===== config.mk =====
export PLATFORM = sky130hd
export DESIGN_NAME = rlps_path_select
export DESIGN_NICKNAME = d
export VERILOG_FILES = /design/src/include/rlps_pkg.sv /design/src/rtl/rlps_path_select.sv
export SDC_FILE = /design/constraint.sdc
export NUM_CORES = 1
export LEC_CHECK = 0
export BUFFER_PORTS_ARGS = -buffer_cell sky130_fd_sc_hd__buf_2
export CAP_MARGIN = 10
export CELL_PAD_IN_SITES_DETAIL_PLACEMENT = 1
export CELL_PAD_IN_SITES_GLOBAL_PLACEMENT = 1
export CORE_ASPECT_RATIO = 0.7
export CORE_UTILIZATION = 33
export CTS_CLUSTER_DIAMETER = 30
export DETAILED_ROUTE_END_ITERATION = 6
export PLACE_DENSITY = 0.79
export SLEW_MARGIN = 30
export SYNTH_ARGS = -nofsm -noshare
export SYNTH_HDL_FRONTEND = slang
export SYNTH_SLANG_ARGS = --single-unit

===== constraint.sdc =====
create_clock -name sys_clk_i -period 1.55 [get_ports sys_clk_i]
set_input_delay 0.2325 -clock sys_clk_i [delete_from_list [all_inputs] [get_ports sys_clk_i]]
set_output_delay 0.2325 -clock sys_clk_i [all_outputs]
set_load 0.01 [all_outputs]

===== src/include/rlps_pkg.sv =====
// package for the redundant lane path select block
`default_nettype none
package rlps_pkg;
    localparam int DATA_W       = 32;
    localparam int CTRL_W       = 4;
    // xgmii idle character and control pattern
    localparam logic [31:0] IDLE_DATA = 32'h07070707;
    localparam logic [3:0]  IDLE_CTRL = 4'hF;
    // reset hold on the chip reset pin, in microseconds
    localparam int RST_HOLD_US  = 10;
    localparam int CLK_MHZ      = 25;
    localparam int RST_HOLD_CYC = RST_HOLD_US * CLK_MHZ;
    localparam logic [2:0] SYNC_RESET = 3'h0;

    typedef struct packed {
        logic [31:0] data;
        logic [3:0]  ctrl;
    } rlps_word_t;
endpackage
`default_nettype wire


===== src/rtl/rlps_path_select.sv =====
// steering of xgmii and xaui words between channels a and b
`timescale 1ns/1ps
`default_nettype none
// Notes on behaviour
// - side select high puts channel a receive on xgmii receive
// - side select low puts channel b receive on xgmii receive
// - side select picks the channel shown on xgmii receive
// - retimer mode loops a receive to b transmit and b to a
// - retimer off, idle high: non-selected transmitter sends idle codes
// - retimer off, idle low: both transmitters carry xgmii transmit data
// - idle level ignored while retimer mode is on
// - low chip reset reinitialises the mode and output registers, not the synchronisers
module rlps_path_select (
    input  wire logic               sys_clk_i,
    input  wire logic               rst_i,
    input  wire logic               device_reset_low_i,
    input  wire logic               side_select_i,
    input  wire logic               retimer_mode_enable_i,
    input  wire logic               idle_enable_i,
    input  wire rlps_pkg::rlps_word_t xgmii_tx_i,
    input  wire rlps_pkg::rlps_word_t chan_a_rx_i,
    input  wire rlps_pkg::rlps_word_t chan_b_rx_i,
    output var rlps_pkg::rlps_word_t  xgmii_rx_o,
    output var rlps_pkg::rlps_word_t  chan_a_tx_o,
    output var rlps_pkg::rlps_word_t  chan_b_tx_o,
    output logic                    side_a_active_o,
    output logic                    retimer_active_o
);
    // ==========================================================
    // reset and pin synchronisers
    // ==========================================================
    logic [2:0] device_reset_low_sync_reg;
    logic [2:0] sel_sync_reg;
    logic [2:0] ret_sync_reg;
    logic [2:0] idl_sync_reg;
    logic       dev_rst_reg;
    logic       sel_reg;
    logic       ret_reg;
    logic       idl_reg;
    logic       any_rst;

    // chip reset pin is asynchronous to our clock, so it is sampled too
    always_ff @(posedge sys_clk_i) begin
        if (rst_i) begin
            device_reset_low_sync_reg <= rlps_pkg::SYNC_RESET;
        end else begin
            device_reset_low_sync_reg <= {device_reset_low_sync_reg[1:0], device_reset_low_i};
        end
    end

    // a pin level counts once stages two and three agree, so a one-cycle
    // glitch on the chip reset pin cannot reach the data paths
    always_ff @(posedge sys_clk_i) begin
        if (rst_i) begin
            dev_rst_reg <= 1'b1;
        end else if (device_reset_low_sync_reg[1] == device_reset_low_sync_reg[2]) begin
            dev_rst_reg <= !device_reset_low_sync_reg[2];
        end
    end

    assign any_rst = rst_i || dev_rst_reg;

    always_ff @(posedge sys_clk_i) begin
        if (rst_i) begin
            sel_sync_reg <= rlps_pkg::SYNC_RESET;
            ret_sync_reg <= rlps_pkg::SYNC_RESET;
            idl_sync_reg <= rlps_pkg::SYNC_RESET;
        end else begin
            sel_sync_reg <= {sel_sync_reg[1:0], side_select_i};
            ret_sync_reg <= {ret_sync_reg[1:0], retimer_mode_enable_i};
            idl_sync_reg <= {idl_sync_reg[1:0], idle_enable_i};
        end
    end

    // a level change counts only once stages two and three agree
    always_ff @(posedge sys_clk_i) begin
        if (any_rst) begin
            sel_reg <= 1'b1;
            ret_reg <= 1'b0;
            idl_reg <= 1'b0;
        end else begin
            if (sel_sync_reg[1] == sel_sync_reg[2]) begin
                sel_reg <= sel_sync_reg[2];
            end
            if (ret_sync_reg[1] == ret_sync_reg[2]) begin
                ret_reg <= ret_sync_reg[2];
            end
            if (idl_sync_reg[1] == idl_sync_reg[2]) begin
                idl_reg <= idl_sync_reg[2];
            end
        end
    end

    // ==========================================================
    // data steering
    // ==========================================================
    localparam rlps_pkg::rlps_word_t IDLE_WORD =
        '{data: rlps_pkg::IDLE_DATA, ctrl: rlps_pkg::IDLE_CTRL};

    rlps_pkg::rlps_word_t a_tx_next;
    rlps_pkg::rlps_word_t b_tx_next;

    always_comb begin
        if (ret_reg) begin
            a_tx_next = chan_b_rx_i;
            b_tx_next = chan_a_rx_i;
        end else if (idl_reg) begin
            a_tx_next = sel_reg ? xgmii_tx_i : IDLE_WORD;
            b_tx_next = sel_reg ? IDLE_WORD : xgmii_tx_i;
        end else begin
            a_tx_next = xgmii_tx_i;
            b_tx_next = xgmii_tx_i;
        end
    end

    always_ff @(posedge sys_clk_i) begin
        if (any_rst) begin
            xgmii_rx_o  <= IDLE_WORD;
            chan_a_tx_o <= IDLE_WORD;
            chan_b_tx_o <= IDLE_WORD;
        end else begin
            xgmii_rx_o  <= sel_reg ? chan_a_rx_i : chan_b_rx_i;
            chan_a_tx_o <= a_tx_next;
            chan_b_tx_o <= b_tx_next;
        end
    end

    always_ff @(posedge sys_clk_i) begin
        if (any_rst) begin
            side_a_active_o  <= 1'b1;
            retimer_active_o <= 1'b0;
        end else begin
            side_a_active_o  <= sel_reg;
            retimer_active_o <= ret_reg;
        end
    end

    // ==========================================================
    // checks: receive path and status flags
    // ==========================================================
    // the sampled reset term in each antecedent drops the edge at which
    // reset falls, since that edge still loads the reset values
    sel_a_path_a: assert property (@(posedge sys_clk_i)
        disable iff (any_rst) (!any_rst && sel_reg)
        |=> xgmii_rx_o == $past(chan_a_rx_i))
        else $error("side a not on xgmii receive");
    sel_b_path_a: assert property (@(posedge sys_clk_i)
        disable iff (any_rst) (!any_rst && !sel_reg)
        |=> xgmii_rx_o == $past(chan_b_rx_i))
        else $error("side b not on xgmii receive");
    side_flag_a: assert property (@(posedge sys_clk_i)
        disable iff (any_rst) !any_rst
        |=> side_a_active_o == $past(sel_reg))
        else $error("side flag out of step");
    ret_flag_a: assert property (@(posedge sys_clk_i)
        disable iff (any_rst) !any_rst
        |=> retimer_active_o == $past(ret_reg))
        else $error("retimer flag out of step");

    // ==========================================================
    // checks: transmit paths
    // ==========================================================
    retimer_x_a: assert property (@(posedge sys_clk_i)
        disable iff (any_rst) (!any_rst && ret_reg)
        |=> chan_b_tx_o == $past(chan_a_rx_i)
            && chan_a_tx_o == $past(chan_b_rx_i))
        else $error("retimer cross connect broken");
    idle_ins_a: assert property (@(posedge sys_clk_i)
        disable iff (any_rst) (!any_rst && !ret_reg && idl_reg && sel_reg)
        |=> chan_b_tx_o == IDLE_WORD
            && chan_a_tx_o == $past(xgmii_tx_i))
        else $error("idle not on non-selected side");
    idle_side_b_a: assert property (@(posedge sys_clk_i)
        disable iff (any_rst) (!any_rst && !ret_reg && idl_reg && !sel_reg)
        |=> chan_a_tx_o == IDLE_WORD
            && chan_b_tx_o == $past(xgmii_tx_i))
        else $error("idle not on side a transmitter");
    both_tx_a: assert property (@(posedge sys_clk_i)
        disable iff (any_rst) (!any_rst && !ret_reg && !idl_reg)
        |=> chan_a_tx_o == $past(xgmii_tx_i)
            && chan_b_tx_o == $past(xgmii_tx_i))
        else $error("transmit data not on both sides");
    idle_ign_a: assert property (@(posedge sys_clk_i)
        disable iff (any_rst) (!any_rst && ret_reg && idl_reg)
        |=> chan_a_tx_o == $past(chan_b_rx_i)
            && chan_b_tx_o == $past(chan_a_rx_i))
        else $error("idle level leaked into retimer");

    // ==========================================================
    // checks: resets and pin settling
    // ==========================================================
    reset_init_a: assert property (@(posedge sys_clk_i)
        disable iff (rst_i) dev_rst_reg
        |=> xgmii_rx_o == IDLE_WORD && !retimer_active_o)
        else $error("chip reset did not reinitialise");
    flag_reset_a: assert property (@(posedge sys_clk_i)
        disable iff (rst_i) dev_rst_reg
        |=> side_a_active_o && chan_a_tx_o == IDLE_WORD
            && chan_b_tx_o == IDLE_WORD)
        else $error("chip reset left a transmitter live");
    local_reset_a: assert property (@(posedge sys_clk_i)
        rst_i
        |=> xgmii_rx_o == IDLE_WORD && side_a_active_o
            && !retimer_active_o)
        else $error("local reset did not reinitialise");
    rst_filter_a: assert property (@(posedge sys_clk_i)
        disable iff (rst_i) (device_reset_low_sync_reg[1] != device_reset_low_sync_reg[2])
        |=> $stable(dev_rst_reg))
        else $error("chip reset taken before settling");
    rst_take_a: assert property (@(posedge sys_clk_i)
        disable iff (rst_i) (device_reset_low_sync_reg[1] == device_reset_low_sync_reg[2])
        |=> dev_rst_reg == !$past(device_reset_low_sync_reg[2]))
        else $error("settled chip reset level not taken");
    sync_hold_a: assert property (@(posedge sys_clk_i)
        disable iff (any_rst) (!any_rst && sel_sync_reg[1] != sel_sync_reg[2])
        |=> $stable(sel_reg))
        else $error("side select taken before settling");
    sel_take_a: assert property (@(posedge sys_clk_i)
        disable iff (any_rst) (!any_rst && sel_sync_reg[1] == sel_sync_reg[2])
        |=> sel_reg == $past(sel_sync_reg[2]))
        else $error("settled side select not taken");
    ret_settle_a: assert property (@(posedge sys_clk_i)
        disable iff (any_rst) (!any_rst && ret_sync_reg[1] != ret_sync_reg[2])
        |=> $stable(ret_reg))
        else $error("retimer mode taken before settling");
    idle_settle_a: assert property (@(posedge sys_clk_i)
        disable iff (any_rst) (!any_rst && idl_sync_reg[1] != idl_sync_reg[2])
        |=> $stable(idl_reg))
        else $error("idle level taken before settling");
endmodule // rlps_path_select
`default_nettype wire

# After elaboration in Yosys (flattened, before gate mapping)
# Index checks and enable logic that the tools add are counted.
# word_totals
regBits,126
in_bits,114
output_inout_bits,110
# classes
reduce_logical,2
eq_ne,4
mux,7
# op_table
cell,n
36-bit 2-to-1 mux,7
1-bit equality test,4
1-bit zero test,1
1-bit logical OR,1

# Depth between registers and ports, before layout
# Gate-level depths: netlist of the first run.
# logic_depth
ltp_word,3
depth_mapped,7
mapped_depth_nobuf,3

# Worst setup path after synthesis of the first run
# OpenSTA, ideal clock, no wires.
# synth_path
path_type,register to register
startpoint,register dev_rst_reg
endpoint,register chan_a_tx_o[28] (netlist bit)
t_required_ps,1410
path_slack_ps,224
t_arrival_ps,1186
stages_incl_launch_ff,7
synth_period_minus_slack_ps,1326
setup_time_ps,140
cell_sequence,dfxtp_1 or3b_1 buf_6 clkinv_4 buf_8 buf_4 a32oi_1
# synth_between
elab_chain_len,1
# synth_lines
element,line,source
"start, declared",rlps_path_select.sv:36,logic dev_rst_reg;
"start signal, assigned",rlps_path_select.sv:57,dev_rst_reg <= !device_reset_low_sync_reg[2];
1-bit logical OR,rlps_path_select.sv:61,assign any_rst = rst_i || dev_rst_reg;
"end signal, assigned",rlps_path_select.sv:123,chan_a_tx_o <= a_tx_next;
"end, declared",rlps_path_select.sv:24,"output var rlps_pkg::rlps_word_t chan_a_tx_o,"
# Every way passes these cells.
# A chain may end at the register's enable or synchronous reset.

# Worst setup path in the final report of the first run
# layout_path
startpoint,register dev_rst_reg
endpoint,register chan_a_tx_o[19] (netlist bit)
# Same word-level chain as after synthesis.

==> results.yml, run 1 <==
run_status:
  status: "completed"
floorplanning:
  dieWidth_um: 138
  ioPinCount: 224
  start_util: 0.340
  die-area_um2: 13400
  coreArea_um2: 12500
  std_cell_rows: 34
  die_h_um: 97.0
clock_network:
  cts_tree: "done"
  clk-insertion-delay-late_ps: 410
  postCtsHoldBufs: 0
  clockBufferDepth: 2
  cts_setup_buffers: 0
  htreeDepth: 4
  clock_sinks: 126
  cts_resized: 0
  cts_made_buffers: 17
  cts_root_buf: "clkbuf_16"
  path_clk_slew_ps: 60
global_routing:
  grt_pass1_wl_mm: 22.3
  grt_max_degree: 58
  grt_antenna_before_repair: 0
  overflow: 0
  grtUsageTotal: 0.224
  grt_pass1_vias: 4206
setup_path:
  path_depth: 3
  critPathArrivalTime_ps: 1760
  critPathKind: "flop to flop"
  timing.critical_path.buf_inv: 1
  required_ps: 1890
  path_cells: "or3b_1, clkinv_4, a32o_1"
  crit_path_end: "chan_a_tx_o[19]"
  worst_path_largest_cell_delay_ps: 440
  worst-r2r-cell-count: 3
  path_max_fanout: 57
  critPathTopFamily: "simple AND/OR/NAND/NOR gates"
  worstReg2RegEnd: "chan_a_tx_o[19]"
  crit_slowest_cell: "or3b_1"
  crit_path_start: "dev_rst_reg"
  r2r_slack_ps: 140
  r2r_start: "dev_rst_reg"
  start_kind: "flop"
  crit_path_end_kind: "flop"
cells_and_area:
  reg_top3: "chan_a_tx_o x36, chan_b_tx_o x36, xgmii_rx_o x36"
  fin_cells: 784
  nNetsFinal: 723
  antennaDiodeCount: 0
  fillers: 1443
  layout-drive-gt1-share: 0.439
  syn2layout_area_growth_pct: 43.9
synth:
  syn_nets: 501
  ys_seq_elements: 126
  synth_edf_count: 0
  avgSynthCellArea_um2: 11.0
  synth_top_cell_area_share: 0.593
  synth-main-ff-cell: "dfxtp_1"
  seq_area_frac_synth: 0.593
  synth_cell_types: 26
  netlist_top_cells_count: "dfxtp_1 (126), nor2_1 (38), nor2b_1 (32)"
  post-synth-top-count-cell: "dfxtp_1"
  syn-cell-area_um2: 4250
  synth_area_leader_cell: "dfxtp_1"
  synthCells: 387
  yosys_warnings: 0
  ys_top_cells_by_area: "dfxtp_1 (59%), a32o_1 (4.7%), mux2i_1 (4.7%), nor2b_1 (4.7%), a22o_1 (4.1%)"
  synth_async_sr_flop_share: 0
timing:
  slew_violations: 0
  slew_headroom: 0.672
  fin_worst_skew_ps: 6.56
  setup_violations: 0
  fin_setup_tns_ps: 0
  rsz0062_at_grt: "no"
  min_period_ps: 1410
  finalCritPeriodShare: 0.912
  worst_pin_slew_ps: 492
  hold_viol_final: 0
  fmax_ghz: 0.708
drt:
  drt_iter0_drc: 119
  ant_nets: 0
  post-route-drc-count: 0
  first_pass_iters: 4
  vias: 3910
  via_per_inst: 4.99
  routedWlPerCell_um: 18.8
  drt-total-wl_mm: 14.7
place:
  place.gp.congestion: 0.789
  hpwl_mm: 10.2
  dp.cells: 752
  portBuffers: 223
worst_hold_path:
  hold_class: "primary input to flop"
pwr:
  powerDensity_nw_per_um2: 1200
  irDropWorstVdd_v: 0.000768
  p_leak_nw: 2.96
job:
  cap_violations: 0
-- logic make-up after synthesis --
family,count (synthesis),synth area share
multiplexers,20,0.0471
flip-flops,126,0.593
AO/OA/AOI/OAI,97,0.196
AND/OR/NAND/NOR,93,0.104
buffers and inverters,51,0.0603
-- cell usage in the layout (no fill, tap or decap) --
| cell | n |
|---|---|
| bufinv_16 | 1 |
| buf_4 | 10 |
| a21oi_1 | 3 |
| dfxtp_2 | 1 |
| or3b_1 | 1 |
| a22o_1 | 20 |
| a32o_1 | 20 |
| inv_6 | 4 |
| a2bb2oi_1 | 16 |
| nor2_1 | 37 |
| buf_12 | 4 |
| a211oi_4 | 1 |
| nand2_1 | 19 |
| o21bai_1 | 1 |
| nand2b_1 | 1 |
| a32oi_1 | 16 |
| nor2_4 | 1 |
| clkinvlp_4 | 5 |
| inv_1 | 16 |
| or2_0 | 1 |
| mux2i_1 | 20 |
| o21ai_0 | 3 |
| clkbuf_16 | 17 |
| dfxtp_1 | 125 |
| buf_2 | 223 |
| clkinv_2 | 2 |
| or3_1 | 1 |
| clkinv_4 | 4 |
| nor2b_1 | 32 |
| a21o_1 | 1 |
| o211ai_1 | 16 |
-- through the flow --
| step | hold slack [ps] | instance area, um^2 | util | total power, mW | setup slack (ps) |
|---|---|---|---|---|---|
| finish | 32.2 | 6120 | 0.489 | 7.34 | 137 |
| global route | 31.8 | 6120 | 0.489 | 7.59 | 76.7 |
| CTS | 19.7 | 6120 | 0.489 | 7.42 | 133 |
| detailed placement | 431 | 5560 | 0.444 | 3.63 | 121 |
| global placement | 419 | 5560 | 0.444 | 3.62 | 159 |
| floorplan | 358 | 4250 | - | 3.44 | 224 |
-- worst min-delay path by stage --
stage                        from                      endpoint  slack [ps]  cells past startpoint
6_report       device_reset_low_i  device_reset_low_sync_reg[0]          30                      2
5_1_grt             side_select_i               sel_sync_reg[0]          30                      2
4_1_cts        device_reset_low_i  device_reset_low_sync_reg[0]          20                      2
3_5_place_dp      sel_sync_reg[0]               sel_sync_reg[1]         430                      1
3_3_place_gp      ret_sync_reg[0]               ret_sync_reg[1]         420                      1
2_1_floorplan     chan_b_rx_i[10]               chan_a_tx_o[10]         360                      1
-- power by group --
part | internal (mW) | switching (mW)
Combinational | 0.161 | 0.143
Clock | 2.22 | 1.56
Sequential | 3.25 | 0.00558
Total | 5.64 | 1.70
-- routing by layer --
metal | global-route usage | part of all wire | vias to the layer above
met2 | 0.382 | 0.50 | 154
met4 | 0.121 | 0.028 | 0
met1 | 0.247 | 0.40 | 1896
met5 | 0 | 0 | -
met3 | 0.0671 | 0.072 | 38
li1 | - | - | 1822
-- layout make-up --
class,instances,area [um^2],area share
clock buffers,17,425,0.0695
clock inverters,15,139,0.0227
inverters,17,68.8,0.0112
multi-input cells,210,1490,0.243
flip-flops and latches,126,2520,0.412
well taps,162,203,0.0331
repair buffers,237,1270,0.208
Power figures use the tool's default switching activity.
==> run 2, diff against run 1 <==
--- a/config.mk
+++ b/config.mk
@@ -5,15 +5,15 @@
 export SDC_FILE = /design/constraint.sdc
 export NUM_CORES = 1
 export LEC_CHECK = 0
-export BUFFER_PORTS_ARGS = -buffer_cell sky130_fd_sc_hd__buf_2
 export CAP_MARGIN = 10
 export CELL_PAD_IN_SITES_DETAIL_PLACEMENT = 1
 export CELL_PAD_IN_SITES_GLOBAL_PLACEMENT = 1
 export CORE_ASPECT_RATIO = 0.7
-export CORE_UTILIZATION = 33
+export CORE_UTILIZATION = 45
 export CTS_CLUSTER_DIAMETER = 30
 export DETAILED_ROUTE_END_ITERATION = 6
-export PLACE_DENSITY = 0.79
+export DONT_BUFFER_PORTS = 1
+export PLACE_DENSITY = 0.76
 export SLEW_MARGIN = 30
 export SYNTH_ARGS = -nofsm -noshare
 export SYNTH_HDL_FRONTEND = slang
==> results.yml, run 2 (synthesis results as in run 1) <==
timing:
  setup_violations: 0
  setup_ws_ps: 75.1
  slew_headroom: 0.628
  finalCritPeriodShare: 0.952
  worst_pin_slew_ps: 558
  fin_worst_skew_ps: 10.0
  slew_violations: 0
  fmax_ghz: 0.678
  hold_viol_final: 0
  min_period_ps: 1470
  rsz0062_at_grt: "no"
  holdWs_ps: 6.64
  fin_setup_tns_ps: 0
drt:
  vias: 3404
  first_pass_iters: 4
  routedWlPerCell_um: 23.5
  ant_nets: 0
  drt-total-wl_mm: 13.9
  post-route-drc-count: 0
  via_per_inst: 5.77
  drt_iter0_drc: 168
place:
  hpwl_mm: 7.76
  dp.cells: 488
  post-place-ws_ps: 120
  portBuffers: 0
  placed_area_um2: 4380
  place.gp.congestion: 0.753
cells_and_area:
  syn2layout_area_growth_pct: 34.7
  fillers: 905
  utilization: 0.629
  layout-drive-gt1-share: 0.0925
  multi_input_area_um2: 1490
  fin_area_um2: 5730
  reg_top3: "chan_a_tx_o x36, chan_b_tx_o x36, xgmii_rx_o x36"
  final_cell_mix: "dfxtp_1 (125), dlygate4sd3_1 (70), nor2_1 (37), nor2b_1 (32)"
  nNetsFinal: 568
  fin_cells: 590
  seq_area_um2: 2520
  final_common_cell: "dfxtp_1"
setup_path:
  crit_slowest_cell: "or3b_1"
  required_ps: 1880
  worst-r2r-cell-count: 3
  path_cells: "or3b_1, clkinv_4, a22o_1"
  path_max_fanout: 57
  critPathKind: "flop to flop"
  start_kind: "flop"
  critPathArrivalTime_ps: 1810
  worst_path_largest_cell_delay_ps: 420
  crit_path_end_kind: "flop"
pwr:
  power_mw: 7.80
  powerDensity_nw_per_um2: 1360
  irDropWorstVdd_v: 0.000772
  p_leak_nw: 2.41
clock_network:
  cts_setup_buffers: 0
  cts_made_buffers: 17
  clk-insertion-delay-late_ps: 400
  clock_sinks: 126
  htreeDepth: 4
  clockBufferDepth: 2
  path_clk_slew_ps: 50
  cts_root_buf: "clkbuf_16"
  cts_tree: "done"
worst_hold_path:
  hold_class: "primary input to flop"
  hold_path_depth: 2
floorplanning:
  coreArea_um2: 9110
  die-area_um2: 9850
  std_cell_rows: 29
  die_h_um: 83.4
  start_util: 0.467
  dieWidth_um: 118
  ioPinCount: 224
global_routing:
  grtUsageTotal: 0.283
  grt_pass1_wl_mm: 21.2
  overflow: 0
  grt_antenna_before_repair: 1
  grt_pass1_vias: 3799
  grt_max_degree: 58
run_status:
  status: "completed"
job:
  cap_violations: 0
## run 2: cell type report
type,instances,area share
Multi-Input combinational cell,210,0.260
Sequential cell,126,0.440
Inverter,17,0.0120
Antenna cell,1,0.000437
Tap cell,124,0.0271
Timing Repair Buffer,82,0.150
Clock inverter,6,0.0227
Clock buffer,24,0.0876
## run 2: what timing repair did
| item | CTS | global route |
|---|---|---|
| resized for setup | 0 | 1 |
| endpoints found under the setup margin | 0 | 1 |
| endpoints found under the hold margin | 105 | 2 |
| hold buffers | 69 | 2 |
## run 2: worst max-delay path: cells and delay by family, from the launching register on
| family | cells | cell delay [ps] |
|---|---|---|
| buf+inv | 1 | 340 |
| compound gates | 1 | 250 |
| simple gates | 1 | 420 |
| flops | 1 | 360 |
## run 2: where the power goes
part	switching [mW]	internal (mW)	leakage [nW]
logic	0.126	0.179	1.08
registers	0.00888	3.26	1.02
clock network	1.34	2.89	0.312
total	1.48	6.32	2.41
## run 2: worst paths after layout
| path | to | slack, ps | from |
|---|---|---|---|
| min | xgmii_rx_o[23] | 7 | chan_b_rx_i[23] |
| max | chan_b_tx_o[25] | 80 | ret_reg |
| max reg2reg | chan_b_tx_o[25] | 80 | ret_reg |
| min reg2reg | ret_sync_reg[1] | 440 | ret_sync_reg[0] |
## run 2: metal layers
layer	vias up	part of all wire	GRT usage
li1	1507	-	-
met1	1688	0.40	0.313
met2	176	0.52	0.507
met3	33	0.063	0.0810
met4	0	0.022	0.124
met5	-	0	0
